$ cat src/rtl/tfsb_pkg.sv
// package: register map, field layout, reset values, timing and carrier structs
package tfsb_pkg;

	////////////////////////////////////////////////////////////////////////////////
	// clock and duty-cycle window timing
	localparam int CLK_MHZ       = 250;
	localparam int SLICE_TIME_US = 10;
	localparam int SLICE_CYCLES  = SLICE_TIME_US * CLK_MHZ;
	localparam int PCT_SLICES    = 100;

	////////////////////////////////////////////////////////////////////////////////
	// register indexes; byte address is four times the index
	localparam int          IDX_W            = 10;
	localparam logic [9:0]  IDX_ON_TIME      = 10'h04e;
	localparam logic [9:0]  IDX_LIMIT_STATUS = 10'h04f;
	localparam logic [9:0]  IDX_PIN_STATUS   = 10'h050;
	localparam logic [9:0]  IDX_FAN_STATUS   = 10'h051;
	localparam logic [9:0]  IDX_CTRL         = 10'h060;
	localparam logic [9:0]  IDX_DUTY_LIMIT   = 10'h061;
	localparam logic [9:0]  IDX_LOCAL_LIMIT  = 10'h062;
	localparam logic [9:0]  IDX_REMOTE_LIMIT = 10'h063;
	localparam logic [9:0]  IDX_HYST         = 10'h064;
	localparam logic [9:0]  IDX_IRQ_STATUS   = 10'h065;
	localparam logic [9:0]  IDX_IRQ_MASK     = 10'h066;

	////////////////////////////////////////////////////////////////////////////////
	// field positions
	localparam int CTRL_SOFT_RST = 0;
	localparam int CTRL_WIN_LO   = 1;
	localparam int CTRL_DRIVE_EN = 3;
	localparam int S2_LOCAL_PIN  = 7;
	localparam int S2_REMOTE_PIN = 6;
	localparam int S2_EXCEEDED   = 4;
	localparam int S2_EXTERNAL   = 3;
	localparam int S2_INTERNAL   = 2;

	////////////////////////////////////////////////////////////////////////////////
	// reset values
	localparam logic [7:0] RST_STATUS     = 8'h00;
	localparam logic [7:0] RST_CTRL       = 8'h08;
	localparam logic [7:0] RST_DUTY_LIMIT = 8'hff;
	localparam logic [7:0] RST_PIN_LIMIT  = 8'h55;
	localparam logic [3:0] RST_HYST       = 4'h5;
	localparam logic [7:0] RST_MASK       = 8'h00;
	localparam logic [1:0] RESP_OKAY      = 2'h0;
	localparam logic [1:0] RESP_SLVERR    = 2'h2;

	////////////////////////////////////////////////////////////////////////////////
	// carriers
	typedef struct packed {
		logic [11:0] awaddr;
		logic        awvalid;
		logic [31:0] wdata;
		logic [3:0]  wstrb;
		logic        wvalid;
		logic        bready;
		logic [11:0] araddr;
		logic        arvalid;
		logic        rready;
	} tfsb_axi_req_s;

	typedef struct packed {
		logic        awready;
		logic        wready;
		logic [1:0]  bresp;
		logic        bvalid;
		logic        arready;
		logic [31:0] rdata;
		logic [1:0]  rresp;
		logic        rvalid;
	} tfsb_axi_rsp_s;

	typedef struct packed {
		logic       local_high;
		logic       local_low;
		logic       remote_high;
		logic       remote_low;
		logic       conv_done;
		logic       diode_fault;
		logic       fan_stall;
		logic       fan_alarm;
		logic       alert_low;
		logic [7:0] local_temp;
		logic [7:0] remote_temp;
	} tfsb_sense_s;

endpackage

$ cat src/rtl/tfsb_bank.sv
// thermal and fan status bank with duty-cycle meter, axi4-lite slave and interrupt
// Contract
// - read-only percent on-time of overtemp pin
// - status1 bits 7,6 local high/low trips
// - status1 bits 5,4 remote high/low trips
// - remote diode fault sampled each conversion, bit3
// - status2 bit7 local pin limit crossed
// - status2 bit6 remote pin limit crossed
// - status2 bit4 duty limit exceeded
// - read clears exceeded; zero limit re-sets
// - status2 bit3 pin pulled low externally
// - status2 bit2 device drives pin low
// - status3 bit7 fan stalled
// - status3 bit6 alarm forces full speed
// - status3 bit0 alert output held low
// - status registers reset to zero, power-on/soft
// - pin release below limit minus hysteresis
//
// Our own choice: the AXI4-Lite register port.
module tfsb_bank #(
	parameter int SLICE_CYCLES = tfsb_pkg::SLICE_CYCLES
) (
	// clock and reset
	input  logic                    i_ref_clk,
	input  logic                    i_resetn,
	// register bus
	input  tfsb_pkg::tfsb_axi_req_s i_axi,
	output tfsb_pkg::tfsb_axi_rsp_s o_axi,
	// measurement engines
	input  tfsb_pkg::tfsb_sense_s   i_sense,
	// overtemp pin, open drain
	input  logic                    i_overtemp_pin,
	output logic                    o_overtemp_pin_out,
	output logic                    o_overtemp_pin_oe,
	// fan and interrupt
	output logic                    o_fan_full_speed,
	output logic                    o_irq
);

	localparam int CW = $clog2(SLICE_CYCLES * 8 + 1);
	localparam logic [6:0] LAST_SLICE = 7'(tfsb_pkg::PCT_SLICES - 1);

	////////////////////////////////////////////////////////////////////////////////
	// declarations
	logic [9:0]  aw_idx;
	logic        aw_held;
	logic        w_held;
	logic [7:0]  w_byte;
	logic        w_lane;
	logic        wr_fire;
	logic        rd_fire;
	logic [9:0]  rd_idx;
	logic [7:0]  rd_val;
	logic        rd_hit;
	logic        wr_hit;
	logic        wr_rsp_valid;
	logic [1:0]  wr_rsp_code;
	logic        rd_rsp_valid;
	logic [7:0]  rd_rsp_data;
	logic [1:0]  rd_rsp_code;
	logic        sw_rst;
	logic [7:0]  ctrl;
	logic [7:0]  duty_limit_setting;
	logic [7:0]  local_limit;
	logic [7:0]  remote_limit;
	logic [3:0]  hyst;
	logic [7:0]  irq_mask;
	logic [7:0]  irq_status;
	logic [7:0]  irq_cond;
	logic [7:0]  irq_prev;
	logic [7:0]  limit_status;
	logic [7:0]  overtemp_duty_value;
	logic        duty_limit_exceeded_flag;
	logic        local_pin_limit_flag;
	logic        remote_pin_limit_flag;
	logic        pin_driven_externally_flag;
	logic        fan_stalled;
	logic        fan_alarm_speed;
	logic        alert_low;
	logic        pin_s1;
	logic        pin_s2;
	logic        pin_low;
	logic [2:0]  drv_hist;
	logic        next_drive;
	logic [CW-1:0] slice_max;
	logic [CW-1:0] slice_cnt;
	logic [CW-1:0] act_cnt;
	logic [6:0]  slice_idx;
	logic [7:0]  pct_run;
	logic [7:0]  next_pct;
	logic        act_wrap;
	logic [1:0]  win_sel;
	logic [1:0]  win_prev;

	////////////////////////////////////////////////////////////////////////////////
	// axi4-lite write channel
	// one driver for the whole struct: mixed drivers on one packed variable are illegal
	assign o_axi = '{
		awready: !aw_held && !wr_rsp_valid,
		wready:  !w_held && !wr_rsp_valid,
		bresp:   wr_rsp_code,
		bvalid:  wr_rsp_valid,
		arready: !rd_rsp_valid,
		rdata:   {24'h000000, rd_rsp_data},
		rresp:   rd_rsp_code,
		rvalid:  rd_rsp_valid
	};
	assign wr_fire       = aw_held && w_held && !wr_rsp_valid;

	always_ff @(posedge i_ref_clk or negedge i_resetn) begin
		if (!i_resetn) begin
			aw_held <= 1'b0;
			aw_idx  <= 10'h000;
		end else if (i_axi.awvalid && o_axi.awready) begin
			aw_held <= 1'b1;
			aw_idx  <= i_axi.awaddr[11:2];
		end else if (wr_fire) begin
			aw_held <= 1'b0;
		end
	end

	always_ff @(posedge i_ref_clk or negedge i_resetn) begin
		if (!i_resetn) begin
			w_held <= 1'b0;
			w_byte <= 8'h00;
			w_lane <= 1'b0;
		end else if (i_axi.wvalid && o_axi.wready) begin
			w_held <= 1'b1;
			w_byte <= i_axi.wdata[7:0];
			w_lane <= i_axi.wstrb[0];
		end else if (wr_fire) begin
			w_held <= 1'b0;
		end
	end

	always_comb begin
		case (aw_idx)
			tfsb_pkg::IDX_ON_TIME,
			tfsb_pkg::IDX_LIMIT_STATUS,
			tfsb_pkg::IDX_PIN_STATUS,
			tfsb_pkg::IDX_FAN_STATUS,
			tfsb_pkg::IDX_CTRL,
			tfsb_pkg::IDX_DUTY_LIMIT,
			tfsb_pkg::IDX_LOCAL_LIMIT,
			tfsb_pkg::IDX_REMOTE_LIMIT,
			tfsb_pkg::IDX_HYST,
			tfsb_pkg::IDX_IRQ_STATUS,
			tfsb_pkg::IDX_IRQ_MASK: wr_hit = 1'b1;
			default: wr_hit = 1'b0;
		endcase
	end

	always_ff @(posedge i_ref_clk or negedge i_resetn) begin
		if (!i_resetn) begin
			wr_rsp_valid <= 1'b0;
			wr_rsp_code  <= tfsb_pkg::RESP_OKAY;
		end else if (wr_fire) begin
			wr_rsp_valid <= 1'b1;
			wr_rsp_code  <= wr_hit ? tfsb_pkg::RESP_OKAY : tfsb_pkg::RESP_SLVERR;
		end else if (i_axi.bready) begin
			wr_rsp_valid <= 1'b0;
		end
	end

	////////////////////////////////////////////////////////////////////////////////
	// configuration registers; status registers ignore writes
	always_ff @(posedge i_ref_clk or negedge i_resetn) begin
		if (!i_resetn) begin
			ctrl               <= tfsb_pkg::RST_CTRL;
			duty_limit_setting <= tfsb_pkg::RST_DUTY_LIMIT;
			local_limit        <= tfsb_pkg::RST_PIN_LIMIT;
			remote_limit       <= tfsb_pkg::RST_PIN_LIMIT;
			hyst               <= tfsb_pkg::RST_HYST;
			irq_mask           <= tfsb_pkg::RST_MASK;
		end else if (wr_fire && w_lane) begin
			case (aw_idx)
				tfsb_pkg::IDX_CTRL:         ctrl <= w_byte & 8'h0e;
				tfsb_pkg::IDX_DUTY_LIMIT:   duty_limit_setting <= w_byte;
				tfsb_pkg::IDX_LOCAL_LIMIT:  local_limit <= w_byte;
				tfsb_pkg::IDX_REMOTE_LIMIT: remote_limit <= w_byte;
				tfsb_pkg::IDX_HYST:         hyst <= w_byte[3:0];
				tfsb_pkg::IDX_IRQ_MASK:     irq_mask <= w_byte;
				default: ;
			endcase
		end
	end

	// soft reset pulse, one cycle after the write
	always_ff @(posedge i_ref_clk or negedge i_resetn) begin
		if (!i_resetn) begin
			sw_rst <= 1'b0;
		end else begin
			sw_rst <= wr_fire && w_lane && aw_idx == tfsb_pkg::IDX_CTRL
				&& w_byte[tfsb_pkg::CTRL_SOFT_RST];
		end
	end

	////////////////////////////////////////////////////////////////////////////////
	// axi4-lite read channel
	assign rd_fire       = i_axi.arvalid && o_axi.arready;
	assign rd_idx        = i_axi.araddr[11:2];

	always_comb begin
		rd_hit = 1'b1;
		case (rd_idx)
			tfsb_pkg::IDX_ON_TIME:      rd_val = overtemp_duty_value;
			tfsb_pkg::IDX_LIMIT_STATUS: rd_val = limit_status;
			tfsb_pkg::IDX_PIN_STATUS:   rd_val = {local_pin_limit_flag,
				remote_pin_limit_flag, 1'b0, duty_limit_exceeded_flag,
				pin_driven_externally_flag, o_overtemp_pin_oe, 2'b00};
			tfsb_pkg::IDX_FAN_STATUS:   rd_val = {fan_stalled, fan_alarm_speed,
				5'b00000, alert_low};
			tfsb_pkg::IDX_CTRL:         rd_val = ctrl;
			tfsb_pkg::IDX_DUTY_LIMIT:   rd_val = duty_limit_setting;
			tfsb_pkg::IDX_LOCAL_LIMIT:  rd_val = local_limit;
			tfsb_pkg::IDX_REMOTE_LIMIT: rd_val = remote_limit;
			tfsb_pkg::IDX_HYST:         rd_val = {4'h0, hyst};
			tfsb_pkg::IDX_IRQ_STATUS:   rd_val = irq_status;
			tfsb_pkg::IDX_IRQ_MASK:     rd_val = irq_mask;
			default: begin
				rd_val = 8'h00;
				rd_hit = 1'b0;
			end
		endcase
	end

	always_ff @(posedge i_ref_clk or negedge i_resetn) begin
		if (!i_resetn) begin
			rd_rsp_valid <= 1'b0;
			rd_rsp_data  <= 8'h00;
			rd_rsp_code  <= tfsb_pkg::RESP_OKAY;
		end else if (rd_fire) begin
			rd_rsp_valid <= 1'b1;
			rd_rsp_data  <= rd_val;
			rd_rsp_code  <= rd_hit ? tfsb_pkg::RESP_OKAY : tfsb_pkg::RESP_SLVERR;
		end else if (i_axi.rready) begin
			rd_rsp_valid <= 1'b0;
		end
	end

	////////////////////////////////////////////////////////////////////////////////
	// overtemp pin synchroniser and drive
	always_ff @(posedge i_ref_clk or negedge i_resetn) begin
		if (!i_resetn) begin
			pin_s1 <= 1'b1;
			pin_s2 <= 1'b1;
		end else begin
			pin_s1 <= i_overtemp_pin;
			pin_s2 <= pin_s1;
		end
	end

	assign pin_low            = !pin_s2;
	assign o_overtemp_pin_out = 1'b0;
	assign next_drive         = (local_pin_limit_flag || remote_pin_limit_flag)
		&& ctrl[tfsb_pkg::CTRL_DRIVE_EN];

	// flag an external low only after our own drive has left the synchroniser
	always_ff @(posedge i_ref_clk or negedge i_resetn) begin
		if (!i_resetn) begin
			o_overtemp_pin_oe          <= 1'b0;
			drv_hist                   <= 3'b000;
			pin_driven_externally_flag <= 1'b0;
		end else if (sw_rst) begin
			o_overtemp_pin_oe          <= 1'b0;
			drv_hist                   <= 3'b000;
			pin_driven_externally_flag <= 1'b0;
		end else begin
			o_overtemp_pin_oe          <= next_drive;
			drv_hist                   <= {drv_hist[1:0], o_overtemp_pin_oe};
			pin_driven_externally_flag <= pin_low && !o_overtemp_pin_oe
				&& drv_hist == 3'b000;
		end
	end

	////////////////////////////////////////////////////////////////////////////////
	// pin limit comparison with hysteresis
	always_ff @(posedge i_ref_clk or negedge i_resetn) begin
		if (!i_resetn) begin
			local_pin_limit_flag <= 1'b0;
		end else if (sw_rst) begin
			local_pin_limit_flag <= 1'b0;
		end else if (i_sense.local_temp >= local_limit) begin
			local_pin_limit_flag <= 1'b1;
		end else if ({1'b0, i_sense.local_temp} + {5'b00000, hyst}
			< {1'b0, local_limit}) begin
			local_pin_limit_flag <= 1'b0;
		end
	end

	always_ff @(posedge i_ref_clk or negedge i_resetn) begin
		if (!i_resetn) begin
			remote_pin_limit_flag <= 1'b0;
		end else if (sw_rst) begin
			remote_pin_limit_flag <= 1'b0;
		end else if (i_sense.remote_temp >= remote_limit) begin
			remote_pin_limit_flag <= 1'b1;
		end else if ({1'b0, i_sense.remote_temp} + {5'b00000, hyst}
			< {1'b0, remote_limit}) begin
			remote_pin_limit_flag <= 1'b0;
		end
	end

	////////////////////////////////////////////////////////////////////////////////
	// limit and fan status
	always_ff @(posedge i_ref_clk or negedge i_resetn) begin
		if (!i_resetn) begin
			limit_status <= tfsb_pkg::RST_STATUS;
		end else if (sw_rst) begin
			limit_status <= tfsb_pkg::RST_STATUS;
		end else begin
			limit_status[7]   <= i_sense.local_high;
			limit_status[6]   <= i_sense.local_low;
			limit_status[5]   <= i_sense.remote_high;
			limit_status[4]   <= i_sense.remote_low;
			if (i_sense.conv_done) begin
				limit_status[3] <= i_sense.diode_fault;
			end
			limit_status[2:0] <= 3'b000;
		end
	end

	always_ff @(posedge i_ref_clk or negedge i_resetn) begin
		if (!i_resetn) begin
			fan_stalled     <= 1'b0;
			fan_alarm_speed <= 1'b0;
			alert_low       <= 1'b0;
		end else if (sw_rst) begin
			fan_stalled     <= 1'b0;
			fan_alarm_speed <= 1'b0;
			alert_low       <= 1'b0;
		end else begin
			fan_stalled     <= i_sense.fan_stall;
			fan_alarm_speed <= i_sense.fan_alarm || local_pin_limit_flag
				|| remote_pin_limit_flag;
			alert_low       <= i_sense.alert_low;
		end
	end

	assign o_fan_full_speed = fan_alarm_speed;

	////////////////////////////////////////////////////////////////////////////////
	// duty-cycle meter: window of 100 slices, one percent per slice of active time
	assign win_sel   = ctrl[tfsb_pkg::CTRL_WIN_LO +: 2];
	assign slice_max = (CW'(SLICE_CYCLES) << win_sel) - CW'(1);
	assign act_wrap  = pin_low && act_cnt == slice_max;
	assign next_pct  = pct_run + {7'h00, act_wrap};

	// a new window length restarts the window, so no mixed-length result
	always_ff @(posedge i_ref_clk or negedge i_resetn) begin
		if (!i_resetn) begin
			slice_cnt           <= '0;
			act_cnt             <= '0;
			slice_idx           <= 7'h00;
			pct_run             <= 8'h00;
			win_prev            <= 2'b00;
			overtemp_duty_value <= tfsb_pkg::RST_STATUS;
		end else if (sw_rst || win_sel != win_prev) begin
			slice_cnt           <= '0;
			act_cnt             <= '0;
			slice_idx           <= 7'h00;
			pct_run             <= 8'h00;
			win_prev            <= win_sel;
			if (sw_rst) begin
				overtemp_duty_value <= tfsb_pkg::RST_STATUS;
			end
		end else if (slice_cnt == slice_max && slice_idx == LAST_SLICE) begin
			slice_cnt           <= '0;
			act_cnt             <= '0;
			slice_idx           <= 7'h00;
			pct_run             <= 8'h00;
			overtemp_duty_value <= next_pct;
		end else begin
			if (slice_cnt == slice_max) begin
				slice_cnt <= '0;
				slice_idx <= slice_idx + 7'h01;
			end else begin
				slice_cnt <= slice_cnt + CW'(1);
			end
			if (act_wrap) begin
				act_cnt <= '0;
			end else if (pin_low) begin
				act_cnt <= act_cnt + CW'(1);
			end
			pct_run <= next_pct;
		end
	end

	// set wins over the clearing read
	always_ff @(posedge i_ref_clk or negedge i_resetn) begin
		if (!i_resetn) begin
			duty_limit_exceeded_flag <= 1'b0;
		end else if (sw_rst) begin
			duty_limit_exceeded_flag <= 1'b0;
		end else if (pct_run > duty_limit_setting) begin
			duty_limit_exceeded_flag <= 1'b1;
		end else if (duty_limit_setting == 8'h00 && pin_low) begin
			duty_limit_exceeded_flag <= 1'b1;
		end else if (rd_fire && rd_idx == tfsb_pkg::IDX_PIN_STATUS) begin
			duty_limit_exceeded_flag <= 1'b0;
		end
	end

	////////////////////////////////////////////////////////////////////////////////
	// interrupt: rising conditions set sticky bits, read of status clears
	assign irq_cond = {alert_low, fan_alarm_speed, fan_stalled,
		pin_driven_externally_flag, duty_limit_exceeded_flag,
		local_pin_limit_flag || remote_pin_limit_flag, limit_status[3],
		|limit_status[7:4]};

	always_ff @(posedge i_ref_clk or negedge i_resetn) begin
		if (!i_resetn) begin
			irq_prev   <= 8'h00;
			irq_status <= tfsb_pkg::RST_STATUS;
		end else if (sw_rst) begin
			irq_prev   <= 8'h00;
			irq_status <= tfsb_pkg::RST_STATUS;
		end else begin
			irq_prev <= irq_cond;
			if (rd_fire && rd_idx == tfsb_pkg::IDX_IRQ_STATUS) begin
				irq_status <= irq_cond & ~irq_prev;
			end else begin
				irq_status <= irq_status | (irq_cond & ~irq_prev);
			end
		end
	end

	assign o_irq = |(irq_status & irq_mask);

endmodule

$ cat config.mk
export PLATFORM = sky130hd
export DESIGN_NAME = tfsb_bank
export DESIGN_NICKNAME = d
export VERILOG_FILES = /design/src/rtl/tfsb_pkg.sv /design/src/rtl/tfsb_bank.sv
export SDC_FILE = /design/constraint.sdc
export NUM_CORES = 1
export LEC_CHECK = 0
export BUFFER_PORTS_ARGS = -buffer_cell sky130_fd_sc_hd__buf_4
export CAP_MARGIN = 20
export CORE_MARGIN = 3
export CORE_UTILIZATION = 52
export DETAILED_ROUTE_END_ITERATION = 10
export PLACE_DENSITY = 0.8
export SYNTH_ARGS = -nofsm -noshare
export SYNTH_HDL_FRONTEND = slang
export SYNTH_SLANG_ARGS = --single-unit
$ cat constraint.sdc
create_clock -name i_ref_clk -period 2.5 [get_ports i_ref_clk]
set_input_delay 0.5 -clock i_ref_clk [delete_from_list [all_inputs] [get_ports i_ref_clk]]
set_output_delay 0.5 -clock i_ref_clk [all_outputs]
set_load 0.02 [all_outputs]
==> flow_metrics.py, run 1 <==
metrics = {
    "status": {
        "status": "finished with violations",
        "violations": "negative setup slack",
    },
    "logic_synthesis": {
        "seq_area_frac_synth": 0.438,
        "synth-main-ff-cell": "dfrtp_1",
        "synth_warnings": 0,
        "netlist_top_cells_area": "dfrtp_1, ha_1, dfstp_2",
        "async_flop_share": 1.00,
        "syn_inst": 898,
        "synth_cell_types": 74,
        "yosysTopAreaCell": "dfrtp_1",
        "synth-edff-count": 0,
        "synth.cell_area_um2": 9310,
        "yosysTopAreaCellShare": 0.379,
        "ys_seq_elements": 162,
        "synth.avg_cell_area_um2": 10.4,
    },
    "routing": {
        "drc_errors": 0,
        "wl_per_cell_um": 19.1,
        "dr.pass1.iters": 5,
        "vias_per_cell": 5.93,
        "vias": 7555,
        "drtIter0Drc": 567,
        "drtAntennaViolNets": 0,
        "routed_wl_um": 24300,
    },
    "power": {
        "vdd.ir_drop.worst_mv": 0.653,
        "leakage_nw": 5.19,
        "finalPower_mw": 7.81,
        "power_density_nw_per_um2": 673,
    },
    "setup_path": {
        "critPathCaptureType": "register",
        "worst-path-buf-inv": 2,
        "path_cells": "inv_4 -> buf_6 -> ha_2 -> xnor2_1 -> nand4_1 -> nor4b_4 -> ha_2 -> and3_4 -> nand3_2 -> xnor2_2 -> nand2_2 -> mux2i_1",
        "crit_type": "reg2reg",
        "cp-start-kind": "register",
        "crit_cells": 12,
        "arrival_ps": 3120,
        "cp.required_ps": 2850,
        "r2r_cells": 12,
        "cpMaxStageDelayCell": "dfrtp_2",
        "cp_slowest_stage_delay_ps": 460,
        "cp_max_fo": 5,
        "crit_top_cell": "ha_2",
        "crit_family": "simple AND/OR/NAND/NOR gates",
    },
    "die": {
        "io_pins": 138,
        "die_area_um2": 19500,
        "die_h_um": 140,
        "start_util": 0.535,
        "die_w_um": 140,
        "coreArea_um2": 17400,
        "rows": 48,
    },
    "finish": {
        "finalInstanceArea_um2": 11600,
        "instances_no_fill": 1275,
        "fin_util": 0.666,
        "fill_cells": 1265,
        "finish.net_count": 1191,
        "layout_commonest_cell": "buf_4",
        "final_cell_mix": "buf_4, dfrtp_1, nor2_1",
        "syn_to_final_growth_pct": 24.6,
        "diodes": 0,
        "drive_gt1_frac": 0.322,
    },
    "place": {
        "gp_congestion": 0.923,
        "placed_cells": 1225,
        "hpwlAfterDp_um": 16200,
        "dpl_cell_area_um2": 10500,
        "io_buffers": 79,
    },
    "sta": {
        "setup_viol": 34,
        "setup_slack_ps": -263,
        "fin_crit_ps": 2760,
        "drv_slew": 0,
        "fmax_mhz": 362,
        "hold_violations": 0,
        "maxSlewHeadroom": 0.422,
        "post-route-period-util": 1.11,
        "worst_pin_slew_ps": 862,
        "finClkSkew_ps": 10.8,
        "rsz0062_at_grt": "true",
    },
    "global_routing": {
        "grt_pass1_vias": 7413,
        "antenna_found_initial": 0,
        "grt_first_pass_wirelength_um": 38300,
        "grt_start_max_net_pins": 59,
        "grt_use_total": 0.242,
        "grt-ovfl-total": 0,
    },
    "clock_tree": {
        "cts_sinks": 162,
        "clk_pin_slew_ps": 70,
        "htreeDepth": 4,
        "cts_tree": "yes",
        "numCtsBuffers": 17,
        "cts_root_buffer": "clkbuf_16",
        "clk_latency_ps": 430,
        "cts_buffer_depth": 2,
    },
    "min_path": {
        "hold_path.class": "in2async",
    },
    "job": {
        "maxCapViolations": 0,
    },
}
## power by group
part | internal, mW | total [mW] | leakage [nW] | switching [mW]
registers | 2.98 | 3.46 | 1.99 | 0.484
logic | 0.867 | 1.73 | 2.92 | 0.859
clock network | 1.49 | 2.62 | 0.285 | 1.13
## final cells by class
cell class                      count  area, um2  share of cell area
Clock buffer                       19        433              0.0373
Clock inverter                     13        150              0.0129
Inverter                           43        166              0.0143
Multi-Input combinational cell    656       5240               0.452
Sequential cell                   162       4080               0.352
Tap cell                          225        282              0.0243
Timing Repair Buffer              157       1240               0.107
## worst reg2reg max path: stages, from the launching register on
cell and delay (ps):
dfrtp_2 460, inv_4 70, buf_6 130, ha_2 220
xnor2_1 280, nand4_1 210, nor4b_4 340, ha_2 270
and3_4 200, nand3_2 100, xnor2_2 200, nand2_2 90
mux2i_1 130
## path summary, 6_finish.rpt
check,from,endpoint,slack [ps]
max,ctrl[1],overtemp_duty_value[7],-260
max in group asynchronous,i_resetn,duty_limit_setting[6],1760
min in group i_ref_clk,i_overtemp_pin,pin_s1,170
min,i_resetn,limit_status[3],40
max reg2reg,ctrl[1],overtemp_duty_value[7],-260
min reg2reg,pin_s1,pin_s2,360
## synthesized netlist by cell type (all sizes together) (4+ instances only)
master / instances
xnor2: 40
xor2: 20
nor4b: 6
a211oi: 4
a2bb2oi: 4
nand4: 17
nor2: 56
and2: 7
o31ai: 6
and3: 12
nor2b: 21
mux2: 48
nand2b: 20
a21oi: 22
inv: 43
a22o: 16
o2111ai: 7
nand2: 54
a21o: 14
ha: 59
nand3b: 7
nor4: 16
mux2i: 19
nor3: 29
dfrtp: 141
dfstp: 21
a22oi: 9
buf: 38
clkbuf: 25
a31oi: 5
nand3: 20
o21ai: 38
or4: 6
## repair_timing
action	4_1_cts	5_1_grt
hold buffers	0	0
pin swaps	26	27
gates cloned	1	0
buffers inserted	10	7
gates resized for setup	34	36
endpoints found under the setup margin	38	54
## cell families (layout without fill, tap and decap cells)
group | count (synthesis) | count (layout) | synth area share
other cells | 1 | 27 | 0.000403
fa+ha+maj | 61 | 61 | 0.0836
compound gates | 146 | 146 | 0.107
simple gates | 291 | 292 | 0.171
xor+xnor | 60 | 60 | 0.0564
buf+inv | 107 | 232 | 0.0580
mux | 70 | 70 | 0.0861
flops | 162 | 162 | 0.438
## registers in the layout, summed over array words and instances (netlist names), 5 cells and up
register             count
irq_prev                 8
local_limit              8
overtemp_duty_value      8
irq_status               8
irq_mask                 8
slice_idx                7
remote_limit             8
limit_status             5
pct_run                  8
rd_rsp_data              8
w_byte                   8
aw_idx                  10
act_cnt                 15
slice_cnt               15
duty_limit_setting       8
## per-layer routing
| layer | global-route usage | wire length (um) |
|---|---|---|
| met1 | 0.320 | 10100 |
| met3 | 0.0433 | 1440 |
| met5 | 0 | 0 |
| met4 | 0.0892 | 679 |
| met2 | 0.402 | 12100 |
## metrics by stage
| stage | setup slack [ps] | hold slack, ps | setup TNS [ps] |
|---|---|---|---|
| after global placement | -226 | 346 | -1130 |
| final | -263 | 35.4 | -3280 |
| after CTS | -139 | 46.1 | -2610 |
| after floorplan | -34.1 | 204 | -85.9 |
| after detailed placement | -343 | 351 | -2770 |
| after global routing | -465 | 63.6 | -7010 |
(Power assumes the default switching activity.)
==> run 2: changes to the inputs <==
Settings changed: CORE_MARGIN 3 to 5, CORE_UTILIZATION 52 to 55, SLEW_MARGIN from default to 20.
Clock period 2.5 ns to 3 ns, I/O delays scaled along.
==> run 2 against run 1 <==
The run now ends clean. Register-to-register slack better by 380 ps. Die area is 0.43% higher. Routed wire length is 10% lower. Hold slack better by 99 ps. Global-route usage is 2.1 points lower. Combinational power is 31% lower. Sequential cell count stayed put. Critical endpoint is now overtemp_duty_value[6]. Largest power group unchanged.
==> flow_metrics.py, run 2 (synthesis results as in run 1) <==
metrics = {
    "status": {
        "status": "finished, final reports clean",
    },
    "finish": {
        "finish.net_count": 1137,
        "finalInstanceArea_um2": 10800,
        "drive_gt1_frac": 0.227,
        "top_regs": "act_cnt x15, slice_cnt x15, aw_idx x10",
        "fill_cells": 1298,
        "syn_to_final_growth_pct": 15.8,
        "diodes": 0,
        "layout_commonest_cell": "dfrtp_1",
        "instances_no_fill": 1216,
        "final_cell_mix": "dfrtp_1, buf_4, ha_1",
    },
    "setup_path": {
        "ff2ff_setup_slack_ps": 110,
        "critPathCaptureType": "register",
        "arrival_ps": 3240,
        "crit_type": "reg2reg",
        "cp.required_ps": 3350,
        "r2r_end": "overtemp_duty_value[6]",
        "timing.rr.start": "ctrl[1]",
        "cp-start-kind": "register",
        "startpoint": "ctrl[1]",
        "cp_max_fo": 5,
        "r2r_cells": 11,
    },
    "die": {
        "die_w_um": 140,
        "die_area_um2": 19600,
        "start_util": 0.561,
        "die_h_um": 140,
        "rows": 47,
        "io_pins": 138,
        "coreArea_um2": 16600,
    },
    "routing": {
        "dr.pass1.iters": 5,
        "top_layer_used": "met4",
        "vias_per_cell": 5.84,
        "wl_met2_um": 10400,
        "drtIter0Drc": 523,
        "wl_met3_um": 1570,
        "wl_per_cell_um": 17.9,
        "wl_met1_um": 9300,
        "drc_errors": 0,
        "drtAntennaViolNets": 0,
        "vias": 7104,
        "routed_wl_um": 21800,
    },
    "sta": {
        "drv_slew": 0,
        "setup_slack_ps": 113,
        "fin_crit_ps": 2890,
        "finClkSkew_ps": 8.72,
        "hold_slack_ps": 134,
        "setup_viol": 0,
        "fmax_mhz": 346,
        "post-route-period-util": 0.962,
        "hold_violations": 0,
        "worst_pin_slew_ps": 944,
        "maxSlewHeadroom": 0.367,
        "rsz0062_at_grt": "true",
        "fin_setup_tns_ps": 0,
    },
    "clock_tree": {
        "cts_sinks": 162,
        "clk_pin_slew_ps": 70,
        "cts_root_buffer": "clkbuf_16",
        "htreeDepth": 4,
        "numCtsBuffers": 17,
        "cts_buffer_depth": 2,
        "post-cts-setup-buffers": 0,
        "cts_tree": "yes",
        "hold_buffers": 0,
        "clk_latency_ps": 440,
    },
    "place": {
        "io_buffers": 79,
        "dpl_cell_area_um2": 10100,
        "gp_congestion": 0.874,
        "place_ws_ps": -103,
        "hpwlAfterDp_um": 15800,
        "placed_cells": 1184,
    },
    "global_routing": {
        "antenna_found_initial": 0,
        "grt_pass1_vias": 6954,
        "grt-ovfl-total": 0,
        "grt_use_total": 0.222,
        "grt_start_max_net_pins": 65,
        "grt_first_pass_wirelength_um": 35200,
    },
    "power": {
        "vdd.ir_drop.worst_mv": 0.664,
        "leakage_nw": 4.88,
        "power_density_nw_per_um2": 595,
    },
    "min_path": {
        "hold_path.class": "in2async",
    },
    "job": {
        "maxCapViolations": 0,
    },
}
run 2: changes by cell type in the layout (fill, tap and decap cells not counted), sizes merged:
cell | previous run | this run
buf | 157 | 104
inv | 49 | 44
bufinv | 2 | 4
or4 | 7 | 6
clkinv | 4 | 3
clkbuf | 19 | 21
clkinvlp | 1 | 3
run 2: what timing repair did:
action,4_1_cts,5_1_grt
hold endpoints to repair,0,0
resized for setup,1,7
gates cloned,0,0
endpoints found under the setup margin,2,9
run 2: routing by layer:
metal  GRT usage  vias up
li1            -     3331
met1       0.299     3477
met2       0.352      249
met3      0.0535       47
met4      0.0796        0
met5           0        -
run 2: how the worst max path moves through the flow:
stage / endpoint / cells past startpoint
final: overtemp_duty_value[6] / 11
after detailed placement: remote_pin_limit_flag / 13
after CTS: overtemp_duty_value[6] / 11
after global placement: remote_pin_limit_flag / 13
after floorplan: local_pin_limit_flag / 12
after global routing: overtemp_duty_value[6] / 12
run 2: power by group:
group	switching (mW)	total [mW]	internal [mW]
sequential	0.403	2.88	2.48
clock	0.895	2.34	1.44
combinational	0.598	1.19	0.596
run 2: cell type report:
class | count | area [um2] | share of cell area
Timing Repair Buffer | 104 | 810 | 0.0751
Clock inverter | 11 | 178 | 0.0165
Multi-Input combinational cell | 655 | 4820 | 0.447
Tap cell | 220 | 275 | 0.0255
Inverter | 43 | 161 | 0.0150
Clock buffer | 21 | 460 | 0.0427
Sequential cell | 162 | 4080 | 0.379
run 2: worst max-delay path, stage by stage, from the launching register on:
cell     delay, ps
dfrtp_1        380
inv_1          160
ha_2           260
or3b_2         470
a22o_1         260
nor4b_2        280
ha_2           280
ha_1           220
nand3_1        110
xnor2_1        150
nand2_1         90
mux2i_1        150
run 2: metrics by stage:
| stage | util | power [mW] |
|---|---|---|
| after detailed placement | 0.610 | 4.09 |
| after global routing | 0.650 | 6.71 |
| after CTS | 0.649 | 6.44 |
| final | 0.650 | 6.42 |
| after global placement | 0.610 | 4.03 |
| after floorplan | - | 3.67 |
